File: src/hdl/tba_defines.svh
`ifndef TBA_DEFINES_SVH
`define TBA_DEFINES_SVH

// pointer geometry
`define TBA_PTR_W 22
`define TBA_ADDR_W 21
`define TBA_CFG_BIT 21
`define TBA_UPPER_USED 6
`define TBA_WORD_W 16
`define TBA_BYTE_W 8

// special register indices on the core's register port
`define TBA_REG_LATCH 2'h0
`define TBA_REG_PTR_UPPER 2'h1
`define TBA_REG_PTR_HIGH 2'h2
`define TBA_REG_PTR_LOW 2'h3

// reset values
`define TBA_LATCH_RESET 8'h00
`define TBA_PTR_RESET 22'h000000

// timing: a table write holds for two instruction cycles
`define TBA_WRITE_CYCLES 2
`define TBA_READ_CYCLES 2

`endif

File: src/hdl/tba_pkg.sv
package tba_pkg;

	// pointer update variant selected by the instruction argument
	typedef enum logic [1:0] {
		TBA_PTR_HOLD,
		TBA_PTR_POST_INC,
		TBA_PTR_POST_DEC,
		TBA_PTR_PRE_INC
	} tba_ptr_mode_e;

	// request from the instruction decoder
	typedef struct packed {
		logic read_op;
		logic write_op;
		tba_ptr_mode_e mode;
	} tba_cmd_s;

	// register port from the core
	typedef struct packed {
		logic wr;
		logic [1:0] sel;
		logic [7:0] wdata;
	} tba_reg_s;

	// external memory bus presentation
	typedef struct packed {
		logic wr_strobe;
		logic [21:0] addr;
		logic [7:0] data;
	} tba_ext_s;

endpackage

File: src/hdl/tba_ptr_step.sv
`timescale 1ns/1ps
`include "tba_defines.svh"

// computes the next pointer; only the low address field moves
module tba_ptr_step (
	// current pointer and requested variant
	input wire logic [`TBA_PTR_W-1:0] ptr,
	input wire tba_pkg::tba_ptr_mode_e mode,
	// results
	output logic [`TBA_PTR_W-1:0] access_addr,
	output logic [`TBA_PTR_W-1:0] next_ptr
);
	logic [`TBA_ADDR_W-1:0] inc_addr;
	logic [`TBA_ADDR_W-1:0] dec_addr;

	// wraps inside the 21-bit field so no carry reaches the space select
	assign inc_addr = ptr[`TBA_ADDR_W-1:0] + `TBA_ADDR_W'(1);
	assign dec_addr = ptr[`TBA_ADDR_W-1:0] - `TBA_ADDR_W'(1);

	always_comb begin
		access_addr = ptr;
		next_ptr = ptr;
		case (mode)
			tba_pkg::TBA_PTR_HOLD: begin
				next_ptr = ptr;
			end
			tba_pkg::TBA_PTR_POST_INC: begin
				next_ptr = {ptr[`TBA_CFG_BIT], inc_addr};
			end
			tba_pkg::TBA_PTR_POST_DEC: begin
				next_ptr = {ptr[`TBA_CFG_BIT], dec_addr};
			end
			tba_pkg::TBA_PTR_PRE_INC: begin
				next_ptr = {ptr[`TBA_CFG_BIT], inc_addr};
				access_addr = next_ptr;
			end
			default: begin
				next_ptr = ptr;
			end
		endcase
	end
endmodule

File: src/hdl/tba_table_access.sv
`timescale 1ns/1ps
`include "tba_defines.svh"

// Operation
// - each table read loads exactly one byte into the latch
// - an 8-bit software-visible latch holds every byte in transit
// - pointer is upper low six bits, high byte, low byte: 22 bits
// - low 21 pointer bits select a byte in program space
// - pointer bit 21 set selects configuration space
// - plain variant keeps pointer; pre-increment adds one then accesses
// - post variants access current byte, then add or subtract one
// - auto increment and decrement change only the low 21 bits
// - all 22 pointer bits choose the accessed byte
// - bridges 16-bit program space and 8-bit RAM through the latch
// - table write presents the data byte on the external data bus
// - without external bus, table write takes two cycles and only updates the pointer
// - executing an invalid program word performs a no-operation
// - data blocks may start anywhere; code must stay word aligned
// - on-chip program memory is never programmed or erased here
// - pointer bit 0 picks the low or high byte of the word
// - table write drives pointer on address bus, latch on data bus
module tba_table_access #(
	parameter bit HAS_EXT_BUS = 1'b1
) (
	// clock and reset
	input wire logic clk,
	input wire logic rst_n,
	// instruction decoder
	input wire tba_pkg::tba_cmd_s cmd,
	input wire logic cmd_valid,
	output logic busy,
	output logic done,
	// instruction fetch validity check
	input wire logic fetch_valid,
	input wire logic fetch_decodes,
	output logic fetch_nop,
	// core register port
	input wire tba_pkg::tba_reg_s reg_in,
	input wire logic [1:0] reg_rsel,
	output logic [7:0] reg_rdata,
	// program memory word read port, same clock domain
	output logic [`TBA_PTR_W-2:0] mem_word_addr,
	output logic mem_cfg_sel,
	output logic mem_rd,
	input wire logic [`TBA_WORD_W-1:0] mem_rdata,
	// external memory bus
	output tba_pkg::tba_ext_s ext_bus
);
	typedef enum logic [1:0] {
		TBA_IDLE,
		TBA_READ,
		TBA_WRITE,
		TBA_FINISH
	} tba_state_e;

	tba_state_e state;
	logic [`TBA_BYTE_W-1:0] latch;
	logic [`TBA_UPPER_USED-1:0] ptr_upper;
	logic [`TBA_BYTE_W-1:0] ptr_high;
	logic [`TBA_BYTE_W-1:0] ptr_low;
	logic [`TBA_PTR_W-1:0] ptr;
	logic [`TBA_PTR_W-1:0] access_addr;
	logic [`TBA_PTR_W-1:0] next_ptr;
	logic [`TBA_PTR_W-1:0] op_addr;
	logic [`TBA_PTR_W-1:0] op_next_ptr;
	logic op_write;
	logic start;
	logic [`TBA_BYTE_W-1:0] picked_byte;

	assign ptr = {ptr_upper, ptr_high, ptr_low};
	assign start = cmd_valid && (state == TBA_IDLE)
		&& (cmd.read_op || cmd.write_op);
	assign busy = (state != TBA_IDLE);

	tba_ptr_step u_step (
		.ptr(ptr),
		.mode(cmd.mode),
		.access_addr(access_addr),
		.next_ptr(next_ptr)
	);

	// operation sequencing; every op spans two instruction cycles
	always_ff @(posedge clk or negedge rst_n) begin
		if (!rst_n) begin
			state <= TBA_IDLE;
		end else begin
			case (state)
				TBA_IDLE: begin
					if (start && cmd.write_op) begin
						state <= TBA_WRITE;
					end else if (start) begin
						state <= TBA_READ;
					end
				end
				TBA_READ: begin
					state <= TBA_FINISH;
				end
				TBA_WRITE: begin
					state <= TBA_FINISH;
				end
				TBA_FINISH: begin
					state <= TBA_IDLE;
				end
				default: begin
					state <= TBA_IDLE;
				end
			endcase
		end
	end

	// operation address captured at start, full 22 bits
	always_ff @(posedge clk or negedge rst_n) begin
		if (!rst_n) begin
			op_addr <= `TBA_PTR_RESET;
			op_next_ptr <= `TBA_PTR_RESET;
			op_write <= 1'b0;
		end else if (start) begin
			op_addr <= access_addr;
			op_next_ptr <= next_ptr;
			op_write <= cmd.write_op;
		end
	end

	// word fetch for reads; bit 21 routes to configuration space
	assign mem_word_addr = op_addr[`TBA_PTR_W-1:1];
	assign mem_cfg_sel = op_addr[`TBA_CFG_BIT];
	assign mem_rd = (state == TBA_READ);

	// only one byte of the 16-bit word ever reaches the latch
	assign picked_byte = op_addr[0] ? mem_rdata[15:8]
		: mem_rdata[7:0];

	// latch: software writes win only when no read completes that cycle
	always_ff @(posedge clk or negedge rst_n) begin
		if (!rst_n) begin
			latch <= `TBA_LATCH_RESET;
		end else if (state == TBA_READ) begin
			latch <= picked_byte;
		end else if (reg_in.wr && reg_in.sel == `TBA_REG_LATCH) begin
			latch <= reg_in.wdata;
		end
	end

	// pointer registers; hardware update commits at end of op
	always_ff @(posedge clk or negedge rst_n) begin
		if (!rst_n) begin
			{ptr_upper, ptr_high, ptr_low} <= `TBA_PTR_RESET;
		end else if (state == TBA_FINISH) begin
			{ptr_upper, ptr_high, ptr_low} <= op_next_ptr;
		end else if (reg_in.wr) begin
			case (reg_in.sel)
				`TBA_REG_PTR_UPPER: begin
					ptr_upper <= reg_in.wdata[`TBA_UPPER_USED-1:0];
				end
				`TBA_REG_PTR_HIGH: begin
					ptr_high <= reg_in.wdata;
				end
				`TBA_REG_PTR_LOW: begin
					ptr_low <= reg_in.wdata;
				end
				default: begin
					ptr_low <= ptr_low;
				end
			endcase
		end
	end

	// register readback; unused upper pointer bits read zero
	always_comb begin
		case (reg_rsel)
			`TBA_REG_LATCH: reg_rdata = latch;
			`TBA_REG_PTR_UPPER: reg_rdata = {2'h0, ptr_upper};
			`TBA_REG_PTR_HIGH: reg_rdata = ptr_high;
			`TBA_REG_PTR_LOW: reg_rdata = ptr_low;
			default: reg_rdata = 8'h00;
		endcase
	end

	// external bus: registered; on-chip array has no write path at all,
	// so a write can never program or erase it
	always_ff @(posedge clk or negedge rst_n) begin
		if (!rst_n) begin
			ext_bus <= '0;
		end else if (HAS_EXT_BUS && state == TBA_WRITE) begin
			ext_bus.wr_strobe <= 1'b1;
			ext_bus.addr <= op_addr;
			ext_bus.data <= latch;
		end else begin
			ext_bus.wr_strobe <= 1'b0;
		end
	end

	// completion pulse
	always_ff @(posedge clk or negedge rst_n) begin
		if (!rst_n) begin
			done <= 1'b0;
		end else begin
			done <= (state == TBA_FINISH);
		end
	end

	// an undecodable fetched word executes as a no-operation
	always_ff @(posedge clk or negedge rst_n) begin
		if (!rst_n) begin
			fetch_nop <= 1'b0;
		end else begin
			fetch_nop <= fetch_valid && !fetch_decodes;
		end
	end

	logic unused_ok;
	assign unused_ok = op_write;
endmodule

File: config.mk
export PLATFORM = sky130hd
export DESIGN_NAME = tba_table_access
export DESIGN_NICKNAME = d
export VERILOG_FILES = /design/src/hdl/tba_pkg.sv /design/src/hdl/tba_ptr_step.sv /design/src/hdl/tba_table_access.sv
export VERILOG_INCLUDE_DIRS = /design/src /design/src/hdl
export SDC_FILE = /design/constraint.sdc
export NUM_CORES = 1
export LEC_CHECK = 0
export ABC_AREA = 1
export BUFFER_PORTS_ARGS = -buffer_cell sky130_fd_sc_hd__buf_4
export CAP_MARGIN = 20
export CORE_ASPECT_RATIO = 0.8
export CORE_MARGIN = 1
export CORE_UTILIZATION = 62
export CTS_CLUSTER_SIZE = 30
export DETAILED_ROUTE_END_ITERATION = 6
export PLACE_DENSITY = 0.86
export SKIP_CTS_REPAIR_TIMING = 1
export SLEW_MARGIN = 30
export SYNTH_ARGS = -nofsm -noshare
export SYNTH_HDL_FRONTEND = slang
export SYNTH_SLANG_ARGS = --single-unit
export TNS_END_PERCENT = 5
File: constraint.sdc
create_clock -name clk -period 4.8 [get_ports clk]
set_input_delay 0.96 -clock clk [delete_from_list [all_inputs] [get_ports clk]]
set_output_delay 0.96 -clock clk [all_outputs]
set_load 0.03 [all_outputs]
==> summary.txt <==
Timing
  • RSZ-0062 raised after global routing: no
  • F_max: around 0.35 GHz
  • Endpoints failing setup: 0
  • Period utilisation layout: 60.3%
  • Fin. Hold Viols: 0
  • Slew @ Worst Pin: a little over 0.9 ns
  • Max-slew violations: 0
  • Slew headroom: 39.1%
  • Final worst path period need: a little under 3 ns
  • Final Skew: between 0.01 and 0.015 ns
  • Setup TNS: 0 ns

GRT
  • Overall global routing resource usage: 39.8%
  • Largest net degree at the start of global routing: 79
  • First-pass GRT wire length: approximately 32 mm
  • Initial antenna violation count: 1
  • Vias in the first global route: between 5,000 and 6,000
  • GRT overflow: 0

Power and ir drop
  • Clk pwr share: 13.8%
  • Reg power frac: 36.0%
  • Final Power: 5.32 mW
  • Int Power: between 2 and 3 mW
  • Power per standard cell area: 739 nW/µm²
  • Combinational fraction of design power: approximately half
  • P_leak: between 3 and 4 nW
  • Switching power: 2.66 mW
  • IR drop worst, VDD: around 0.52 mV
  • Switching Share: 50.0%

Status
  • Failing checks: design-rule violations
  • Status: complete, but fails checks

CTS
  • Reg clk slew, reported paths: 0.07 ns
  • Clock root buffer master: clkbuf_16
  • TritonCTS Buffers: 9
  • Clock latency on the worst-skew pair: roughly 0.36 ns
  • CTS tree: done
  • CTS Buffer Depth: 2
  • Clock sink total: ~110
  • H-Tree Depth: 3

Routing
  • Initial DRC count: 766
  • Routed WL: about 20 mm
  • Vias/cell: slightly above 6
  • Drt wl/cell: around 20 µm
  • Post-route ant nets: 0
  • 1st-pass router iterations: 7
  • DRC: 2
  • Vias after detailed routing: slightly above 6,000

Worst setup path
  • Worst endpoint data arrival time: roughly 1.9 ns
  • Largest stage delay, worst path: 0.41 ns
  • Reg2reg start: state[1]
  • Critical path origin: reg_rsel[1]
  • CP Capture Type: primary output
  • CP Max Fanout: 8
  • CP max stage cell: nor2_1
  • Top delay family on crit path: simple AND/OR/NAND/NOR gates
  • WS Path Type: input port to primary output
  • Crit start category: input port
  • CP bufs+invs: 2
  • Most used cell, CP: buf_4
  • Required time worst endpoint: roughly 3.8 ns
  • Critical path, cell by cell: buf_4, nor2_1, nand2_1, o2111ai_1, buf_4

Finish
  • ANT cells: 0
  • Layout cell share with drive strength beyond 1: 18.8%
  • Final core occ: between 70% and 80%
  • Most common cell after layout, fill and taps aside: nand2_1
  • Most frequent cells in the layout: nand2_1, dfrtp_1, buf_4
  • Final #Nets: ~920
  • Area grow syn2layout: 13.5%

Die
  • I/O pins: 103
  • Die span in x: roughly 120 µm
  • Die extent in y: 92.4 µm
  • Starting Density: 64.9%
  • Row cnt: 32
  • Die area: 10,600 µm²
  • Core area: ~9800 µm²

Synth
  • Distinct cells, synth: 38
  • Cell count after synthesis: between 800 and 900
  • Mux contribution to synthesized area: roughly 3.9%
  • Compound-Gate Fraction of Synth Area: approximately 14%
  • Synth Area in Simple Gates: 25.4%
  • Seq/Total Area, Yosys: between 40% and 50%
  • Xor/xnor cell area share of the yosys netlist: approximately 1.9%
  • Area share of fa/ha/maj cells after synthesis: 1.38%
  • Mapped Area: roughly 6300 µm²
  • Yosys reg bits: 108
  • Yosys warnings: 0
  • Largest family of logic cells by synthesized area: simple AND/OR/NAND/NOR gates
  • Syn avg cell area: 7.64 µm²
  • Post-Syn Nets: approximately 900

Job
  • Max Cap Viol: 0

Placed design
  • I/O Buffers: approximately 100
  • HPWL after DPL: roughly 15 mm
  • Routability cong.: between 0.9 and 1

Min path
  • Hold crit path type: flop to flop
  • HP Start: op_next_ptr[14]
==> worst min-delay path: stages, from the launching register on <==
cell	delay, ns
dfrtp_1	0.35
nand2_1	0.05
nand2_1	0.06
==> kinds of logic (layout without fill, tap and decap cells) <==
group                      Yosys count  in the layout
and+or+nand+nor                    386            386
muxes                               22             22
AOI/OAI and AO/OA                  157            157
adders and majority gates            7              7
buffers and inverters              136            190
xor gates and xnor gates            14             14
DFF                                108            108
==> metrics by stage <==
stage	worst slack (ns)	instance area, µm²	hold WS (ns)	cells
after floorplan	2.18	6340	0.449	830
after global placement	2.00	6890	0.463	1004
after detailed placement	1.94	6890	0.469	1004
after CTS	1.92	7180	0.490	1020
after global routing	1.84	7190	0.516	1020
final	1.90	7190	0.490	1020
==> area by class of cell <==
type,instances,area [µm²]
repair buffers,108,815
clock buffers,11,243
fillers,748,2580
flip-flops and latches,108,2700
clock inverters,5,45.0
inverters,66,248
well taps,136,170
multi-input cells,586,2970
==> flip-flops by register name (all words and copies together) (netlist names), 2 cells and up <==
register and count:
ext_bus 31, op_addr 22, op_next_ptr 21, latch 8, ptr_high 8, ptr_low 8, ptr_upper 6, state 2
==> cell usage after synthesis <==
master / n / area, µm²
mux2_2: 22 / 248
a31oi_1: 9 / 56.3
nand2_2: 2 / 12.5
clkbuf_2: 2 / 10.0
and2_1: 1 / 6.26
o21a_1: 4 / 30.0
dfrtp_1: 108 / 2700
clkinv_1: 1 / 3.75
nand3_2: 1 / 10.0
nor3_2: 1 / 10.0
a21oi_1: 55 / 275
nor2_1: 102 / 383
or2_1: 1 / 6.26
buf_2: 19 / 95.1
xor2_1: 14 / 123
ha_1: 7 / 87.6
o21ai_1: 4 / 20.0
buf_4: 27 / 203
nand4_1: 7 / 43.8
buf_6: 5 / 56.3
nor2_4: 3 / 33.8
nor3_1: 2 / 10.0
o22ai_1: 6 / 37.5
o2111ai_1: 6 / 52.6
nor2_2: 11 / 68.8
o211ai_1: 8 / 60.1
o21ai_0: 55 / 275
o31ai_2: 1 / 12.5
a221oi_1: 1 / 8.76
o221ai_1: 1 / 8.76
a41oi_1: 1 / 8.76
inv_1: 63 / 236
nand3b_1: 1 / 7.51
a22oi_1: 6 / 45.0
inv_2: 2 / 7.51
nand3_1: 52 / 260
clkbuf_1: 17 / 63.8
nand2_1: 202 / 758
==> path summary, 6_finish.rpt <==
path	endpoint	slack, ns	depth (start not counted)
max in group asynchronous	ptr_high[5]	3.25	2
worst max-delay path	reg_rdata[4]	1.90	5
worst min register to register	op_next_ptr[14]	0.49	2
worst max register to register	op_next_ptr[6]	2.41	7
worst min-delay path	op_next_ptr[14]	0.49	2
min in group asynchronous	op_next_ptr[14]	0.62	1
==> power by group through the flow <==
stage | clock (mW) | combinational, mW | sequential [mW]
6_report | 0.734 | 2.67 | 1.92
5_1_grt | 0.770 | 2.87 | 1.95
4_1_cts | 0.738 | 2.63 | 1.89
3_5_place_dp | 0 | 2.62 | 1.89
3_3_place_gp | 0 | 2.53 | 1.87
2_1_floorplan | 0 | 1.85 | 1.84
==> metal layers <==
| metal | part of all wire (%) | GRT usage, % |
|---|---|---|
| met5 | 0.065 | 0 |
| met4 | 2.9 | 16.2 |
| met3 | 12 | 13.0 |
| met2 | 46 | 62.5 |
| met1 | 39 | 50.8 |
(Power assumes the default switching activity.)
